==> config.mk <==
export PLATFORM = sky130hd
export DESIGN_NAME = mic_irq_ctrl
export DESIGN_NICKNAME = d
export VERILOG_FILES = /design/src/rtl/mic_pkg.sv /design/src/rtl/mic_event_detect.sv /design/src/rtl/mic_irq_ctrl.sv
export SDC_FILE = /design/constraint.sdc
export NUM_CORES = 1
export LEC_CHECK = 0
export BUFFER_PORTS_ARGS = -buffer_cell sky130_fd_sc_hd__buf_2
export CORE_MARGIN = 2
export CORE_UTILIZATION = 45
export DETAILED_ROUTE_END_ITERATION = 16
export PLACE_DENSITY = 0.76
export REMOVE_ABC_BUFFERS = 1
export SLEW_MARGIN = 20
export SYNTH_ARGS = -nofsm -noshare
export SYNTH_HDL_FRONTEND = slang
export SYNTH_SLANG_ARGS = --single-unit
export TNS_END_PERCENT = 1
==> constraint.sdc <==
create_clock -name MCLK_I -period 2 [get_ports MCLK_I]
set_input_delay 0.2 -clock MCLK_I [delete_from_list [all_inputs] [get_ports MCLK_I]]
set_output_delay 0.2 -clock MCLK_I [all_outputs]
set_load 0.1 [all_outputs]
==> src/rtl/mic_pkg.sv <==
// Register map, field positions, timing counts and types of the interrupt controller.
package mic_pkg;

    // Register byte offsets on the APB bus.
    localparam logic [7:0] ADDR_IRQ_CTRL = 8'h00;
    localparam logic [7:0] ADDR_PFLAG = 8'h04;
    localparam logic [7:0] ADDR_PMASK = 8'h08;
    localparam logic [7:0] ADDR_OPTION = 8'h0C;
    localparam logic [7:0] ADDR_EVT_STATUS = 8'h10;
    localparam logic [7:0] ADDR_EVT_MASK = 8'h14;
    localparam logic [7:0] ADDR_CORE_STATE = 8'h18;

    // Field positions in the interrupt control register.
    localparam int unsigned CTL_GLOBAL = 7;
    localparam int unsigned CTL_GROUP = 6;
    localparam int unsigned CTL_TMR_MASK = 5;
    localparam int unsigned CTL_PIN_MASK = 4;
    localparam int unsigned CTL_PORT_MASK = 3;
    localparam int unsigned CTL_TMR_FLAG = 2;
    localparam int unsigned CTL_PIN_FLAG = 1;
    localparam int unsigned CTL_PORT_FLAG = 0;

    // Field position of the pin edge select in the option register.
    localparam int unsigned OPT_EDGE = 6;

    // Field positions of the sticky event status and its mask.
    localparam int unsigned EVT_VECTOR = 0;
    localparam int unsigned EVT_WAKE = 1;
    localparam int unsigned EVT_RETURN = 2;
    localparam int unsigned EVT_W = 3;

    // Field positions of the read-only core state register.
    localparam int unsigned CST_SLEEP = 0;
    localparam int unsigned CST_HANDLER = 1;
    localparam int unsigned CST_PENDING = 2;

    // Reset values.
    localparam logic [7:0] CTRL_RST = 8'h00;
    localparam logic [7:0] PFLAG_RST = 8'h00;
    localparam logic [7:0] PMASK_RST = 8'h00;
    localparam logic [7:0] OPTION_RST = 8'h00;
    localparam logic [2:0] EVT_RST = 3'h0;

    // Program counter width and the fixed handler vector.
    localparam int unsigned PC_W = 13;
    localparam logic [12:0] VECTOR_ADDR = 13'h0004;

    // Clock phases per instruction cycle and the instruction cycles of entry latency.
    localparam int unsigned Q_PER_INSTR = 4;
    localparam int unsigned LATENCY_INSTR = 3;
    localparam int unsigned LATENCY_CLKS = LATENCY_INSTR * Q_PER_INSTR;

    // Source events detected in one clock.
    typedef struct packed {
        logic pin_edge;
        logic timer_ovf;
        logic port_change;
    } mic_events_t;

    // Request to the core: load the vector and push the return address.
    typedef struct packed {
        logic vector;
        logic [12:0] vector_addr;
        logic [12:0] return_addr;
    } mic_core_req_t;

    // Entry sequencer states.
    typedef enum logic [1:0] {
        ST_IDLE,
        ST_ALIGN,
        ST_COUNT
    } mic_state_t;

endpackage : mic_pkg

==> src/rtl/mic_event_detect.sv <==
// Edge, overflow and port change detection for the interrupt sources.
`timescale 1ns/10ps
module mic_event_detect (
    input wire logic clk_i,
    input wire logic rst_b_i,
    input wire logic pin_i,
    input wire logic edge_sel_i,
    input wire logic [7:0] timer_count_i,
    input wire logic [3:0] port_hi_i,
    input wire logic [3:0] port_in_dir_i,
    input wire logic port_access_i,
    output mic_pkg::mic_events_t events_o
);

    logic pin_prev;
    logic [7:0] timer_prev;
    logic [3:0] port_latch;
    logic rise;
    logic fall;
    logic [3:0] mismatch;

    // Only the selected edge counts.
    assign rise = pin_i & ~pin_prev;
    assign fall = ~pin_i & pin_prev;
    // Output pins are left out of the comparison.
    assign mismatch = (port_hi_i ^ port_latch) & port_in_dir_i;

    // History of the pin and the timer.
    always_ff @(posedge clk_i or negedge rst_b_i) begin
        if (!rst_b_i) begin
            pin_prev <= 1'b0;
            timer_prev <= 8'h00;
        end else begin
            pin_prev <= pin_i;
            timer_prev <= timer_count_i;
        end
    end

    // The compare latch reloads only on a port access, so a mismatch persists.
    always_ff @(posedge clk_i or negedge rst_b_i) begin
        if (!rst_b_i) begin
            port_latch <= 4'h0;
        end else if (port_access_i) begin
            port_latch <= port_hi_i;
        end
    end

    // Registered event strobes.
    always_ff @(posedge clk_i or negedge rst_b_i) begin
        if (!rst_b_i) begin
            events_o <= '0;
        end else begin
            events_o.pin_edge <= edge_sel_i ? rise : fall;
            events_o.timer_ovf <= (timer_prev == 8'hFF) && (timer_count_i == 8'h00);
            events_o.port_change <= |mismatch;
        end
    end

endmodule : mic_event_detect

==> src/rtl/mic_irq_ctrl.sv <==
// Interrupt controller of a small microcontroller, with an APB register slave.
// Function
// - Flags set regardless of masks and global enable.
// - Global enable bit 7 gates all requests.
// - Enabled flagged source vectors the core.
// - Any reset clears global enable.
// - Return instruction sets global enable again.
// - Entry clears enable, pushes, loads vector.
// - Peripheral flags, masks, group enable gate.
// - External event latency three or four instructions.
// - Pin interrupt on selected edge sets flag.
// - Cleared pin mask suppresses pin interrupt.
// - Pin wakes only if mask set before sleep.
// - After wake, vector only with global enable.
// - Timer overflow sets timer flag, masked.
// - Upper port change sets flag, masked.
// - Only return address saved; software saves context.
// - Pin flag may set across cycle boundary.
// - Interrupt wake with enable loads vector.
`timescale 1ns/10ps
module mic_irq_ctrl #(
    parameter int unsigned N_PERIPH = 8
) (
    input wire logic MCLK_I,
    input wire logic RST_B_I,
    input wire logic PSEL_I,
    input wire logic PENABLE_I,
    input wire logic PWRITE_I,
    input wire logic [7:0] PADDR_I,
    input wire logic [31:0] PWDATA_I,
    output logic PREADY_O,
    output logic [31:0] PRDATA_O,
    output logic PSLVERR_O,
    input wire logic EXTERNAL_IRQ_PIN_I,
    input wire logic [7:0] TIMER_COUNT_I,
    input wire logic [3:0] PORT_B_DATA_I,
    input wire logic [3:0] PORT_B_IN_DIR_I,
    input wire logic PORT_B_ACCESS_I,
    input wire logic [N_PERIPH-1:0] PERIPH_EVT_I,
    input wire logic [12:0] PC_I,
    input wire logic SLEEP_I,
    input wire logic RETURN_FROM_HANDLER_I,
    output logic VECTOR_O,
    output logic [12:0] VECTOR_ADDR_O,
    output logic [12:0] RETURN_ADDR_O,
    output logic WAKE_O,
    output logic IRQ_O
);

    // Bus decode.
    logic setup_phase;
    logic wr_access;
    logic addr_ok;
    logic wr_ctrl;
    logic wr_pflag;
    logic wr_pmask;
    logic wr_option;
    logic wr_evt_status;
    logic wr_evt_mask;

    // Registers.
    logic [7:0] irq_control_reg;
    logic [N_PERIPH-1:0] peripheral_flag_reg;
    logic [N_PERIPH-1:0] peripheral_mask_reg;
    logic [7:0] option_reg;
    logic [mic_pkg::EVT_W-1:0] evt_status;
    logic [mic_pkg::EVT_W-1:0] evt_mask;
    logic [31:0] next_rdata;

    // Core side state.
    mic_pkg::mic_events_t events;
    mic_pkg::mic_core_req_t core_req;
    mic_pkg::mic_state_t state;
    mic_pkg::mic_state_t next_state;
    logic [$clog2(mic_pkg::Q_PER_INSTR)-1:0] qphase;
    logic [$clog2(mic_pkg::LATENCY_CLKS+1)-1:0] lat_count;
    logic sleep_prev;
    logic pin_mask_at_sleep;
    logic in_handler;
    logic global_irq_enable;
    logic periph_req;
    logic src_req;
    logic pending;
    logic wake_cond;
    logic take_vector;
    logic [mic_pkg::EVT_W-1:0] evt_set;

    // Detection of the pin edge, timer overflow and port change.
    mic_event_detect u_detect (
        .clk_i(MCLK_I),
        .rst_b_i(RST_B_I),
        .pin_i(EXTERNAL_IRQ_PIN_I),
        .edge_sel_i(option_reg[mic_pkg::OPT_EDGE]),
        .timer_count_i(TIMER_COUNT_I),
        .port_hi_i(PORT_B_DATA_I),
        .port_in_dir_i(PORT_B_IN_DIR_I),
        .port_access_i(PORT_B_ACCESS_I),
        .events_o(events)
    );

    // No wait states: the slave answers in the first access cycle.
    assign setup_phase = PSEL_I & ~PENABLE_I;
    assign wr_access = PSEL_I & PENABLE_I & PWRITE_I;
    assign PREADY_O = 1'b1;
    assign wr_ctrl = wr_access && (PADDR_I == mic_pkg::ADDR_IRQ_CTRL);
    assign wr_pflag = wr_access && (PADDR_I == mic_pkg::ADDR_PFLAG);
    assign wr_pmask = wr_access && (PADDR_I == mic_pkg::ADDR_PMASK);
    assign wr_option = wr_access && (PADDR_I == mic_pkg::ADDR_OPTION);
    assign wr_evt_status = wr_access && (PADDR_I == mic_pkg::ADDR_EVT_STATUS);
    assign wr_evt_mask = wr_access && (PADDR_I == mic_pkg::ADDR_EVT_MASK);

    // Address check; an unmapped address gives an error and zero data.
    always_comb begin
        if (PADDR_I == mic_pkg::ADDR_IRQ_CTRL) begin
            addr_ok = 1'b1;
        end else if (PADDR_I == mic_pkg::ADDR_PFLAG) begin
            addr_ok = 1'b1;
        end else if (PADDR_I == mic_pkg::ADDR_PMASK) begin
            addr_ok = 1'b1;
        end else if (PADDR_I == mic_pkg::ADDR_OPTION) begin
            addr_ok = 1'b1;
        end else if (PADDR_I == mic_pkg::ADDR_EVT_STATUS) begin
            addr_ok = 1'b1;
        end else if (PADDR_I == mic_pkg::ADDR_EVT_MASK) begin
            addr_ok = 1'b1;
        end else if (PADDR_I == mic_pkg::ADDR_CORE_STATE) begin
            addr_ok = 1'b1;
        end else begin
            addr_ok = 1'b0;
        end
    end

    assign PSLVERR_O = PSEL_I & PENABLE_I & ~addr_ok;

    // Read multiplexer; narrow registers sit in the low bits, the rest reads zero.
    always_comb begin
        next_rdata = 32'h0000_0000;
        if (PADDR_I == mic_pkg::ADDR_IRQ_CTRL) begin
            next_rdata[7:0] = irq_control_reg;
        end else if (PADDR_I == mic_pkg::ADDR_PFLAG) begin
            next_rdata[N_PERIPH-1:0] = peripheral_flag_reg;
        end else if (PADDR_I == mic_pkg::ADDR_PMASK) begin
            next_rdata[N_PERIPH-1:0] = peripheral_mask_reg;
        end else if (PADDR_I == mic_pkg::ADDR_OPTION) begin
            next_rdata[7:0] = option_reg;
        end else if (PADDR_I == mic_pkg::ADDR_EVT_STATUS) begin
            next_rdata[mic_pkg::EVT_W-1:0] = evt_status;
        end else if (PADDR_I == mic_pkg::ADDR_EVT_MASK) begin
            next_rdata[mic_pkg::EVT_W-1:0] = evt_mask;
        end else if (PADDR_I == mic_pkg::ADDR_CORE_STATE) begin
            next_rdata[mic_pkg::CST_SLEEP] = SLEEP_I;
            next_rdata[mic_pkg::CST_HANDLER] = in_handler;
            next_rdata[mic_pkg::CST_PENDING] = pending;
        end
    end

    // Read data is captured in the setup cycle so it stands in flops during the access cycle.
    always_ff @(posedge MCLK_I or negedge RST_B_I) begin
        if (!RST_B_I) begin
            PRDATA_O <= 32'h0000_0000;
        end else if (setup_phase && !PWRITE_I) begin
            PRDATA_O <= next_rdata;
        end
    end

    assign global_irq_enable = irq_control_reg[mic_pkg::CTL_GLOBAL];

    // Global enable: entry clears it, return sets it, software writes it.
    always_ff @(posedge MCLK_I or negedge RST_B_I) begin
        if (!RST_B_I) begin
            irq_control_reg[mic_pkg::CTL_GLOBAL] <= mic_pkg::CTRL_RST[mic_pkg::CTL_GLOBAL];
        end else if (take_vector) begin
            irq_control_reg[mic_pkg::CTL_GLOBAL] <= 1'b0;
        end else if (RETURN_FROM_HANDLER_I) begin
            irq_control_reg[mic_pkg::CTL_GLOBAL] <= 1'b1;
        end else if (wr_ctrl) begin
            irq_control_reg[mic_pkg::CTL_GLOBAL] <= PWDATA_I[mic_pkg::CTL_GLOBAL];
        end
    end

    // Group enable and source masks are plain software bits.
    always_ff @(posedge MCLK_I or negedge RST_B_I) begin
        if (!RST_B_I) begin
            irq_control_reg[6:3] <= mic_pkg::CTRL_RST[6:3];
        end else if (wr_ctrl) begin
            irq_control_reg[6:3] <= PWDATA_I[6:3];
        end
    end

    // Source flags: a write may clear them, but an event in the same cycle wins.
    always_ff @(posedge MCLK_I or negedge RST_B_I) begin
        if (!RST_B_I) begin
            irq_control_reg[2:0] <= mic_pkg::CTRL_RST[2:0];
        end else begin
            irq_control_reg[mic_pkg::CTL_TMR_FLAG] <= (wr_ctrl ? PWDATA_I[mic_pkg::CTL_TMR_FLAG]
                : irq_control_reg[mic_pkg::CTL_TMR_FLAG]) | events.timer_ovf;
            irq_control_reg[mic_pkg::CTL_PIN_FLAG] <= (wr_ctrl ? PWDATA_I[mic_pkg::CTL_PIN_FLAG]
                : irq_control_reg[mic_pkg::CTL_PIN_FLAG]) | events.pin_edge;
            irq_control_reg[mic_pkg::CTL_PORT_FLAG] <= (wr_ctrl ? PWDATA_I[mic_pkg::CTL_PORT_FLAG]
                : irq_control_reg[mic_pkg::CTL_PORT_FLAG]) | events.port_change;
        end
    end

    // Peripheral flags, one per source; set beats clear.
    genvar gi;
    generate
        for (gi = 0; gi < N_PERIPH; gi++) begin : g_pflag
            always_ff @(posedge MCLK_I or negedge RST_B_I) begin
                if (!RST_B_I) begin
                    peripheral_flag_reg[gi] <= mic_pkg::PFLAG_RST[gi];
                end else begin
                    peripheral_flag_reg[gi] <= (wr_pflag ? PWDATA_I[gi] : peripheral_flag_reg[gi])
                        | PERIPH_EVT_I[gi];
                end
            end
        end
    endgenerate

    // Peripheral masks and the option register.
    always_ff @(posedge MCLK_I or negedge RST_B_I) begin
        if (!RST_B_I) begin
            peripheral_mask_reg <= mic_pkg::PMASK_RST[N_PERIPH-1:0];
            option_reg <= mic_pkg::OPTION_RST;
        end else begin
            if (wr_pmask) begin
                peripheral_mask_reg <= PWDATA_I[N_PERIPH-1:0];
            end
            if (wr_option) begin
                option_reg <= PWDATA_I[7:0];
            end
        end
    end

    // Request gating: own mask, group enable for the peripheral flags only, then global enable.
    assign periph_req = irq_control_reg[mic_pkg::CTL_GROUP]
        & |(peripheral_flag_reg & peripheral_mask_reg);
    assign src_req = (irq_control_reg[mic_pkg::CTL_TMR_FLAG] & irq_control_reg[mic_pkg::CTL_TMR_MASK])
        | (irq_control_reg[mic_pkg::CTL_PIN_FLAG] & irq_control_reg[mic_pkg::CTL_PIN_MASK])
        | (irq_control_reg[mic_pkg::CTL_PORT_FLAG] & irq_control_reg[mic_pkg::CTL_PORT_MASK])
        | periph_req;
    // A flag the handler leaves set re-enters after return, through the alignment and latency count.
    assign pending = global_irq_enable & src_req;

    // The pin mask at sleep entry decides whether the pin may wake the core.
    always_ff @(posedge MCLK_I or negedge RST_B_I) begin
        if (!RST_B_I) begin
            sleep_prev <= 1'b0;
            pin_mask_at_sleep <= 1'b0;
        end else begin
            sleep_prev <= SLEEP_I;
            if (SLEEP_I && !sleep_prev) begin
                pin_mask_at_sleep <= irq_control_reg[mic_pkg::CTL_PIN_MASK];
            end
        end
    end

    // Wake ignores the global enable, which only decides what follows it.
    assign wake_cond = sleep_prev & SLEEP_I & (
        (irq_control_reg[mic_pkg::CTL_PIN_FLAG] & pin_mask_at_sleep & irq_control_reg[mic_pkg::CTL_PIN_MASK])
        | (irq_control_reg[mic_pkg::CTL_TMR_FLAG] & irq_control_reg[mic_pkg::CTL_TMR_MASK])
        | (irq_control_reg[mic_pkg::CTL_PORT_FLAG] & irq_control_reg[mic_pkg::CTL_PORT_MASK])
        | periph_req);

    // Wake pulse; the sequencer takes over once the core leaves sleep.
    always_ff @(posedge MCLK_I or negedge RST_B_I) begin
        if (!RST_B_I) begin
            WAKE_O <= 1'b0;
        end else begin
            WAKE_O <= wake_cond & ~WAKE_O;
        end
    end

    // Clock phase within the instruction cycle.
    always_ff @(posedge MCLK_I or negedge RST_B_I) begin
        if (!RST_B_I) begin
            qphase <= '0;
        end else if (qphase == ($clog2(mic_pkg::Q_PER_INSTR))'(mic_pkg::Q_PER_INSTR - 1)) begin
            qphase <= '0;
        end else begin
            qphase <= qphase + 1'b1;
        end
    end

    // Entry sequencer: align to an instruction boundary, then count fixed cycles.
    // The count ignores instruction length, so one and two cycle instructions give equal latency.
    always_comb begin
        next_state = state;
        case (state)
            mic_pkg::ST_IDLE: begin
                if (pending && !SLEEP_I) begin
                    next_state = mic_pkg::ST_ALIGN;
                end
            end
            mic_pkg::ST_ALIGN: begin
                if (!pending) begin
                    next_state = mic_pkg::ST_IDLE;
                end else if (qphase == ($clog2(mic_pkg::Q_PER_INSTR))'(mic_pkg::Q_PER_INSTR - 1)) begin
                    next_state = mic_pkg::ST_COUNT;
                end
            end
            mic_pkg::ST_COUNT: begin
                if (!pending || lat_count == '0) begin
                    next_state = mic_pkg::ST_IDLE;
                end
            end
            default: begin
                next_state = mic_pkg::ST_IDLE;
            end
        endcase
    end

    // Vector when the count expires, the request stands and the core is awake.
    assign take_vector = (state == mic_pkg::ST_COUNT) && (lat_count == '0) && pending && !SLEEP_I;

    // State register.
    always_ff @(posedge MCLK_I or negedge RST_B_I) begin
        if (!RST_B_I) begin
            state <= mic_pkg::ST_IDLE;
        end else begin
            state <= next_state;
        end
    end

    // Latency counter, loaded on entering the count state.
    always_ff @(posedge MCLK_I or negedge RST_B_I) begin
        if (!RST_B_I) begin
            lat_count <= '0;
        end else if (state == mic_pkg::ST_ALIGN) begin
            lat_count <= ($clog2(mic_pkg::LATENCY_CLKS + 1))'(mic_pkg::LATENCY_CLKS - 1);
        end else if (state == mic_pkg::ST_COUNT && lat_count != '0) begin
            lat_count <= lat_count - 1'b1;
        end
    end

    // Entry request: only the return address goes to the stack.
    always_ff @(posedge MCLK_I or negedge RST_B_I) begin
        if (!RST_B_I) begin
            core_req <= '0;
        end else begin
            core_req.vector <= take_vector;
            if (take_vector) begin
                core_req.vector_addr <= mic_pkg::VECTOR_ADDR;
                core_req.return_addr <= PC_I;
            end
        end
    end

    assign VECTOR_O = core_req.vector;
    assign VECTOR_ADDR_O = core_req.vector_addr;
    assign RETURN_ADDR_O = core_req.return_addr;

    // Handler occupancy, shown in the core state register.
    always_ff @(posedge MCLK_I or negedge RST_B_I) begin
        if (!RST_B_I) begin
            in_handler <= 1'b0;
        end else if (take_vector) begin
            in_handler <= 1'b1;
        end else if (RETURN_FROM_HANDLER_I) begin
            in_handler <= 1'b0;
        end
    end

    // Sticky event status; a written one clears a bit unless a new event sets it.
    assign evt_set = {RETURN_FROM_HANDLER_I, wake_cond & ~WAKE_O, take_vector};

    always_ff @(posedge MCLK_I or negedge RST_B_I) begin
        if (!RST_B_I) begin
            evt_status <= mic_pkg::EVT_RST;
            evt_mask <= mic_pkg::EVT_RST;
        end else begin
            evt_status <= (evt_status & ~(wr_evt_status ? PWDATA_I[mic_pkg::EVT_W-1:0]
                : {mic_pkg::EVT_W{1'b0}})) | evt_set;
            if (wr_evt_mask) begin
                evt_mask <= PWDATA_I[mic_pkg::EVT_W-1:0];
            end
        end
    end

    // Level interrupt while any unmasked event bit is set.
    assign IRQ_O = |(evt_status & evt_mask);

endmodule : mic_irq_ctrl

; ---- Word-level counts from Yosys, hierarchy flattened
; Index checks and enable logic that the tools add are counted.
[totals]
output_inout_bits = 63
reg_bits = 89
input_bits = 86
[classes]
mux = 41
n_addsub = 2
n_reduce_logical = 31
bitwise = 45
eq_ne = 13
[op_table]
columns = op, n
row1 = $eq 8x5->1 const B, 3
row2 = $mux 1, 24
row3 = $mux 8, 3
row4 = $or 1x1->1, 17
row5 = $and 1x1->1, 16
row6 = $eq 8x4->1 const B, 2
row7 = $logic_not 8->1, 2
row8 = $mux 3, 5
row9 = $logic_and 1x1->1, 14
row10 = $mux 2, 5
row11 = $and 8x8->8, 1
row12 = $eq 8x3->1 const B, 1
row13 = $eq 8x8->1 const B, 1
row14 = $mux 4, 2
row15 = $reduce_or 8->1, 1
row16 = $and 3x3->3, 2
row17 = $pmux 2 s3, 1
row18 = $mux 5, 1
row19 = $not 1->1, 5
row20 = $and 4x4->4, 1
row21 = $eq 2x2->1 const B, 2
row22 = $logic_not 1->1, 4
row23 = $logic_not 4->1, 1
row24 = $ne 2x2->1 const B, 2
row25 = other kinds (15), 16

; ---- Longest topological paths before layout
; Gate-level depths: netlist of the first run.
[logic_depth]
word_depth = 12
mapped_depth = 9

; ---- Cells and area by module
; A second synthesis of the first run with hierarchy kept.
[unflattened]
cells_unflattened = 373
hier_area_um2 = 4291.6
[by_module_without_submodules]
columns = mod, cells_per_inst, instances, area_each_um2
row1 = mic_irq_ctrl, 337, 1, 3734.8
row2 = mic_event_detect, 36, 1, 556.8

; ---- Least setup slack after synthesis of the first run
; OpenSTA, ideal clock, no wires.
[synth_path]
path_kind = input -> output
from = input port PADDR_I[2]
to = output port PSLVERR_O
setup_slack_ns = -0.578
cell_stages = 4
arrival_ns = 2.378
cell_sequence = buf_1 clkbuf_1 nand3_1 a21oi_1
[synth_via]
elab_chain_len = 10
elab_cells_between_ends = 16
classes_between = eq/ne (6) / mux (7) / bitwise (2) / reduce/logical (1)
[synth_lines]
columns = element, line
row1 = from (decl), mic_irq_ctrl.sv:29  ; input wire logic [7:0] PADDR_I,
row2 = $eq 8x5->1, mic_irq_ctrl.sv:126  ; end else if (PADDR_I == mic_pkg::ADDR_CORE_STATE) begin
row3 = $mux 1, mic_irq_ctrl.sv:126
row4 = $mux 1, mic_irq_ctrl.sv:124  ; end else if (PADDR_I == mic_pkg::ADDR_EVT_MASK) begin
row5 = $mux 1, mic_irq_ctrl.sv:122  ; end else if (PADDR_I == mic_pkg::ADDR_EVT_STATUS) begin
row6 = $mux 1, mic_irq_ctrl.sv:120  ; end else if (PADDR_I == mic_pkg::ADDR_OPTION) begin
row7 = $mux 1, mic_irq_ctrl.sv:118  ; end else if (PADDR_I == mic_pkg::ADDR_PMASK) begin
row8 = $mux 1, mic_irq_ctrl.sv:116  ; end else if (PADDR_I == mic_pkg::ADDR_PFLAG) begin
row9 = $mux 1 (*), mic_irq_ctrl.sv:114  ; if (PADDR_I == mic_pkg::ADDR_IRQ_CTRL) begin
row10 = $not 1->1 (*), mic_irq_ctrl.sv:133  ; assign PSLVERR_O = PSEL_I & PENABLE_I & ~addr_ok;
row11 = $and 1x1->1 (*), mic_irq_ctrl.sv:133
row12 = to (decl), mic_irq_ctrl.sv:33  ; output logic PSLVERR_O,
; Every way passes the cells marked *; elsewhere a longest branch is shown, timed or not.

; ---- Worst setup path after layout of the first run
[layout_path]
from = register peripheral_flag_reg[4]
to = register core_req, in the netlist RETURN_ADDR_O[0]
[layout_via]
elab_chain_len = 7
[layout_lines]
columns = element, line
row1 = from (decl), mic_irq_ctrl.sv:63  ; logic [N_PERIPH-1:0] peripheral_flag_reg;
row2 = "from (signal, indexed assignment)", mic_irq_ctrl.sv:210  ; peripheral_flag_reg[gi] <= mic_pkg::PFLAG_RST[gi];
row3 = "from (signal, indexed assignment)", mic_irq_ctrl.sv:212  ; peripheral_flag_reg[gi] <= (wr_pflag ? PWDATA_I[gi] : peripheral_flag_reg[gi])
row4 = $and 8x8->8, mic_irq_ctrl.sv:236  ; & |(peripheral_flag_reg & peripheral_mask_reg);
row5 = $reduce_or 8->1, mic_irq_ctrl.sv:236
row6 = $and 1x1->1, mic_irq_ctrl.sv:236
row7 = $or 1x1->1, mic_irq_ctrl.sv:240  ; | periph_req;
row8 = $and 1x1->1, mic_irq_ctrl.sv:242  ; assign pending = global_irq_enable & src_req;
row9 = $logic_and 1x1->1 (2 in a row), mic_irq_ctrl.sv:313  ; assign take_vector = (state == mic_pkg::ST_COUNT) && (lat_count == '0) && pending && !SLEEP_I;
row10 = to (decl), mic_irq_ctrl.sv:72  ; mic_pkg::mic_core_req_t core_req;
; Every way passes these cells.
; A chain may end at the register's enable or synchronous reset.

==> metrics, run 1 <==
Setup Viol. Count Final 0; RePlAce Congestion 0.886; CTS buffer count 9; hold depth 1; Post-DRT Antenna Nets 0; final worst slack 0.0247 ns; clock latency on the worst-skew pair 0.35 ns; final core utilization 55.6%; register area share after synthesis 51.7%; H-tree depth 3; row cnt 35; width of the die 102 µm; residual DRC count 0; number of antenna violations at the first check in global routing 0; P&R area growth vs syn 19.9%; WHS 0.0241 ns; Via density 5.11; First-pass DRT Iterations 4; RR Startpoint peripheral_flag_reg[4]; ys async rst share 100%; Synth Register Bits 89; worst slew pin tran 0.621 ns; Tcrit/Tclk final 98.8%; syn avg cell area 11.4 µm²; Die Height 102 µm; slew margin rel. 58.6%; arrival time at the worst endpoint 2.21 ns; Final min period 1.98 ns; Clock Pin Slew Worst Setup and Hold Paths 0.09 ns; Hold Fails Final Rpt 0; CORE AREA 9280 µm²; Hold Crit Start SLEEP_I; Synth Flop Type dfrtp_1; hpwl dp 6.94 mm; routed wire length 9.45 mm; f_max 0.506 GHz; first-pass GRT wire length 14.7 mm; I/O pin count 149; Layout Skew 0.00973 ns; largest net degree at the start of global routing 43; Tot GR Track Use 18.4%; max FFs per register 13; Antenna diodes 0; reg-to-reg critical path endpoint RETURN_ADDR_O[0]; Setup crit end kind flop; crit-path max cell delay 0.41 ns; clk sinks 89; RSZ-0062 raised after global routing yes; status finished clean; flop2flop setup slack 0.02 ns; Synth cell types 52; Pleak 0.00255 µW; Final Max Tran Viols 0; post-synthesis cell area 4310 µm²; Worst VDD drop 0.000478 V; fillers 852; root buffer cell clkbuf_8; vias in the first global route 3012; gr ovfl total 0; Worst R2R Path Depth 7; slowest CP cell dfrtp_1; cell count after synthesis 377; Initial Util 46.4%; crit path kind flop to flop; critical path, cell by cell a22oi_2 -> nand4_1 -> a222oi_1 -> buf_4 -> a21o_1 -> buf_12 -> mux2_2; clk buf depth 2; type of origin of the critical path flop; via count 3155; die area 10400 µm²; Wirelength per Cell 15.3 µm; CTS tree done; max-cap viol count 0; Initial DRC Count 248; DP Worst Slack -0.0211 ns; Syn. warnings 0; number of buffers added on ports 87; Worst Hold Class primary input to flop; Worst Path Required 2.23 ns; EDFF count, synth 0; worst hold endpoint sleep_prev; Layout Nets 574; layout cells sized above 1 36.2%; CP max FO 18; power per cell area 745 nW/µm²
==> stage by stage <==
step | cell area (µm²) | setup TNS [ns] | cells | total power [µW]
final | 5170 | 0 | 618 | 3850
after global routing | 5170 | -0.00988 | 618 | 4010
after CTS | 5160 | 0 | 618 | 3870
after detailed placement | 4860 | -0.139 | 594 | 2630
after global placement | 4860 | -0.0324 | 594 | 2610
after floorplan | 4090 | -0.114 | 360 | 2420
==> cell families after synthesis <==
group                    count (synthesis)  share of synthesized area (%)
buffers and inverters                   68                           9.58
multiplexers                            48                           13.0
AND/OR/NAND/NOR                         97                           12.4
other                                    2                          0.174
AO/OA/AOI/OAI                           67                           11.7
adder cells (fa/ha/maj)                  2                          0.581
flip-flops                              89                           51.7
XOR/XNOR                                 4                          0.813
==> Yosys cell counts (2+ instances only) <==
cell type / number / share of area [%]
a211o_1: 11 / 2.2
a21bo_2: 2 / 0.46
a21o_1: 4 / 0.70
a222oi_1: 2 / 0.46
a22o_1: 6 / 1.2
a22oi_1: 9 / 1.6
a32oi_1: 5 / 1.0
buf_1: 2 / 0.17
buf_2: 3 / 0.35
buf_4: 39 / 6.8
clkbuf_1: 7 / 0.61
conb_1: 2 / 0.17
dfrtp_1: 89 / 52
ha_1: 2 / 0.58
inv_1: 15 / 1.3
mux2_2: 45 / 12
mux4_2: 2 / 1.0
nand2_1: 27 / 2.4
nand2b_1: 6 / 0.87
nand3_1: 7 / 0.81
nand3b_1: 3 / 0.52
nand4_1: 4 / 0.58
nor2_1: 20 / 1.7
nor2b_1: 6 / 0.87
nor3_1: 3 / 0.35
nor3b_1: 2 / 0.35
nor4_1: 6 / 0.87
o21a_1: 2 / 0.35
o21ai_0: 17 / 2.0
o32ai_1: 2 / 0.41
or2_2: 2 / 0.29
or3_1: 2 / 0.29
xor2_1: 4 / 0.81
==> placed cells by master, fill, tap and decap left out, types with 3 or more instances in the layout <==
| cell | n |
|---|---|
| dfrtp_1 | 89 |
| buf_2 | 86 |
| mux2_2 | 44 |
| conb_1 | 37 |
| nand2_1 | 27 |
| nor2_1 | 20 |
| o21ai_0 | 17 |
| buf_4 | 16 |
| inv_1 | 15 |
| a211o_1 | 11 |
| clkbuf_8 | 11 |
| dlygate4sd3_1 | 10 |
| nand3_1 | 7 |
| a22oi_1 | 7 |
| nor4_1 | 6 |
| nand2b_1 | 6 |
| nor2b_1 | 6 |
| a22o_1 | 6 |
| a32oi_1 | 5 |
| nand4_1 | 4 |
| a21o_1 | 4 |
| xor2_1 | 4 |
| nand3b_1 | 3 |
| nor3_1 | 3 |
| buf_12 | 3 |
==> critical path: cells and delay by family (launching register included) <==
kind,cells,cell delay (ns)
AO/OA/AOI/OAI,3,0.63
buffers and inverters,2,0.34
flip-flops,1,0.41
multiplexers,1,0.35
AND/OR/NAND/NOR,1,0.13
==> worst max path at each step <==
| stage | start | end | slack, ns | cells past startpoint |
|---|---|---|---|---|
| 3_5_place_dp | PADDR_I[7] | peripheral_mask_reg[3] | -0.02 | 5 |
| 6_report | peripheral_flag_reg[4] | RETURN_ADDR_O[0] | 0.02 | 7 |
| 3_3_place_gp | PADDR_I[7] | peripheral_mask_reg[6] | -0.006 | 5 |
| 4_1_cts | peripheral_flag_reg[5] | RETURN_ADDR_O[8] | 0.02 | 7 |
| 2_1_floorplan | PADDR_I[7] | PSLVERR_O | -0.06 | 3 |
| 5_1_grt | peripheral_flag_reg[4] | RETURN_ADDR_O[7] | -0.005 | 7 |
==> per-layer routing <==
metal / global-route usage, % / routed length, µm / vias to the layer above
li1: - / - / 1486
met1: 23.4 / 4000 / 1549
met2: 31.2 / 4740 / 114
met3: 4.92 / 646 / 6
met4: 5.33 / 70 / 0
met5: 0 / 0 / -
==> power by group <==
group	leakage (µW)	switching [µW]	internal [µW]	total (µW)
combinational	0.00133	544	174	718
sequential	0.00113	36.1	1850	1890
clock	0.0000985	605	636	1240
==> area by class of cell <==
| type | instances | area [µm²] | area share, % |
|---|---|---|---|
| inverters | 16 | 60.1 | 1.16 |
| multi-input cells | 255 | 1810 | 35.1 |
| well taps | 129 | 161 | 3.12 |
| flip-flops and latches | 89 | 2230 | 43.1 |
| clock buffers | 12 | 155 | 3.00 |
| repair buffers | 115 | 711 | 13.8 |
| clock inverters | 2 | 38.8 | 0.751 |
==> what timing repair did <==
item	4_1_cts	5_1_grt
endpoints found under the hold margin	49	0
endpoints found under the setup margin	1	13
buffers inserted	0	0
hold buffers	10	0
resized for setup	1	2
No activity file was read; power rests on OpenSTA's default activity.
==> run 2, diff against run 1 <==
- BUFFER_PORTS_ARGS: -buffer_cell sky130_fd_sc_hd__buf_2 -> unset
- DONT_BUFFER_PORTS: unset -> 1
- PLACE_DENSITY: 0.76 -> unset
==> run 2 against run 1 <==
The flow now finishes with violations (negative hold slack). Power is 3.8% higher. Sequential share of layout area is 2.3 points lower. Core utilization is 3.2 points higher. Cell count is 2.9% lower. Worst hold slack worse by 0.50 ns. Largest cell class unchanged.
==> metrics, run 2 (synthesis gave the netlist of run 1 again) <==
worst slew pin tran 0.706 ns (+0.0853 ns); CORE AREA 9280 µm² (unchanged); flop2flop setup slack 0.05 ns (+0.03 ns); max-cap viol count 0 (unchanged); Antenna diodes 0 (unchanged); Wirelength per Cell 16.8 µm (+10%); Via density 5.24 (+2.7%); Placed Cells 527 (-11%); Hold Fails Final Rpt 89 (+89); DP Worst Slack 0.0333 ns (+0.0544 ns); number of buffers added on ports 0 (-100%); Clock Pin Slew Worst Setup and Hold Paths 0.09 ns (about the same); Setup TNS 0 ns (unchanged); I/O pin count 149 (unchanged); Worst Hold Class primary input to async pin; layout cells sized above 1 25.9% (-10 points); clk buf depth 2 (unchanged); Clk pwr share 36.2% (+3.9 points); Setup Viol. Count Final 0 (unchanged); number of antenna violations at the first check in global routing 0 (unchanged); largest net degree at the start of global routing 90 (+110%); P&R area growth vs syn 26.8%; RR Startpoint peripheral_mask_reg[7]; final worst slack 0.0530 ns (+0.0283 ns); arrival time at the worst endpoint 2.20 ns (about the same); gr ovfl total 0 (unchanged); via count 3145 (-0.32%); combinational cell fraction of total power 16.5% (-2.2 points); clk sinks 89 (unchanged); Layout Skew 0.0136 ns (+0.00387 ns); Worst Path Required 2.25 ns (+0.02 ns); clock latency on the worst-skew pair 0.36 ns (about the same); Worst Setup SP peripheral_mask_reg[7]; Setup crit end kind flop; f_max 0.514 GHz (+1.5%); Final min period 1.95 ns (-0.0283 ns); reg-to-reg critical path endpoint RETURN_ADDR_O[0]; First-pass DRT Iterations 4 (unchanged); area of the multi-input gates 1890 µm² (+4.1%); sw power 1170 µW (-1.2%); Pleak 0.00256 µW (about the same); Initial DRC Count 155 (-38%); vias in the first global route 3132 (+4.0%); routed wire length 10.1 mm (+6.8%); final core utilization 58.9% (+3.2 points); Reg area 2230 µm² (unchanged); type of origin of the critical path flop; residual DRC count 0 (unchanged); Tcrit/Tclk final 97.4% (-1.4 points); violated checks negative hold slack; die area 10400 µm² (unchanged); most frequent cells in the layout 89 x dfrtp_1, 52 x dlygate4sd3_1, 40 x buf_4; WHS -0.477 ns (-0.501 ns); Int Power 2820 µW (+6.1%); CTS tree done; RSZ-0062 raised after global routing yes; slew margin rel. 52.8% (-5.8 points); row cnt 35 (unchanged); Final Max Tran Viols 0 (unchanged); Layout Nets 554 (-3.5%); CTS buffer count 9 (unchanged); Worst R2R Path Depth 7 (unchanged); hpwl dp 6.60 mm (-4.9%); Initial Util 46.4% (unchanged); max FFs per register 13 (unchanged); root buffer cell clkbuf_8; crit path kind flop to flop; Die Height 102 µm (unchanged); first-pass GRT wire length 15.7 mm (+7.2%); Post-DRT Antenna Nets 0 (unchanged); sequential power share 47.3% (-1.8 points); power per cell area 731 nW/µm² (-1.8%); switch share 29.3% (-1.5 points); H-tree depth 3 (unchanged); CTS Hold Buffers Added 52 (+42); width of the die 102 µm (unchanged); fillers 790 (-7.3%); RePlAce Congestion 0.798 (-10%); Post-Layout Cell Count 600 (-2.9%); Worst VDD drop 0.000414 V (-13%); CP max FO 6 (-12); most common cell after layout, fill and taps aside dfrtp_1; status complete, but fails checks; Tot GR Track Use 19.6% (+1.2 points)
## run 2: per-stage QoR
stage               hold WS [ns]  instance area [µm²]  total power [µW]
finish                    -0.477                 5460              3990
detailed placement       -0.0932                 4550              2480
floorplan                -0.0956                 4090              2420
global route              -0.500                 5460              4150
CTS                       -0.490                 5310              4020
global placement         -0.0934                 4550              2470
## run 2: worst max-delay path by stage
stage / slack, ns / cells after the start / end
4_1_cts: 0.03 / 7 / RETURN_ADDR_O[3]
5_1_grt: -0.05 / 7 / RETURN_ADDR_O[0]
6_report: 0.05 / 7 / RETURN_ADDR_O[0]
3_3_place_gp: 0.09 / 7 / RETURN_ADDR_O[9]
3_5_place_dp: 0.03 / 7 / RETURN_ADDR_O[0]
2_1_floorplan: -0.06 / 3 / PSLVERR_O
## run 2: repair_timing
| item | CTS | global route |
|---|---|---|
| endpoints found under the hold margin | 153 | 89 |
| gates resized for setup | 0 | 19 |
| endpoints found under the setup margin | 0 | 13 |
| setup buffers | 0 | 3 |
## run 2: area by class of cell
| type | instances | area share [%] |
|---|---|---|
| Clock buffer | 11 | 2.77 |
| Clock inverter | 5 | 1.58 |
| Inverter | 16 | 1.10 |
| Multi-Input combinational cell | 255 | 34.5 |
| Sequential cell | 89 | 40.8 |
| Tap cell | 129 | 2.95 |
| Timing Repair Buffer | 95 | 16.3 |
## run 2: power groups by stage
| stage | clock network, µW | registers (µW) | logic [µW] |
|---|---|---|---|
| global route | 1540 | 1900 | 707 |
| detailed placement | 0 | 1930 | 551 |
| global placement | 0 | 1920 | 544 |
| CTS | 1470 | 1890 | 654 |
| finish | 1440 | 1890 | 659 |
| floorplan | 0 | 1930 | 496 |
## run 2: worst max-delay path, stage by stage, from the launching register on
cell,delay (ns)
dfrtp_1,0.42
a22oi_2,0.21
nand4_1,0.10
a222oi_1,0.28
buf_4,0.19
a21o_4,0.17
clkbuf_16,0.17
mux2_4,0.29
## run 2: routing by layer
layer  wire length (µm)  global-route usage, %  vias to the layer above
li1                   -                      -                     1450
met1               4290                   25.7                     1552
met2               4970                   32.7                      127
met3                689                   4.58                       16
met4                152                   5.64                        0
met5                  0                      0                        -
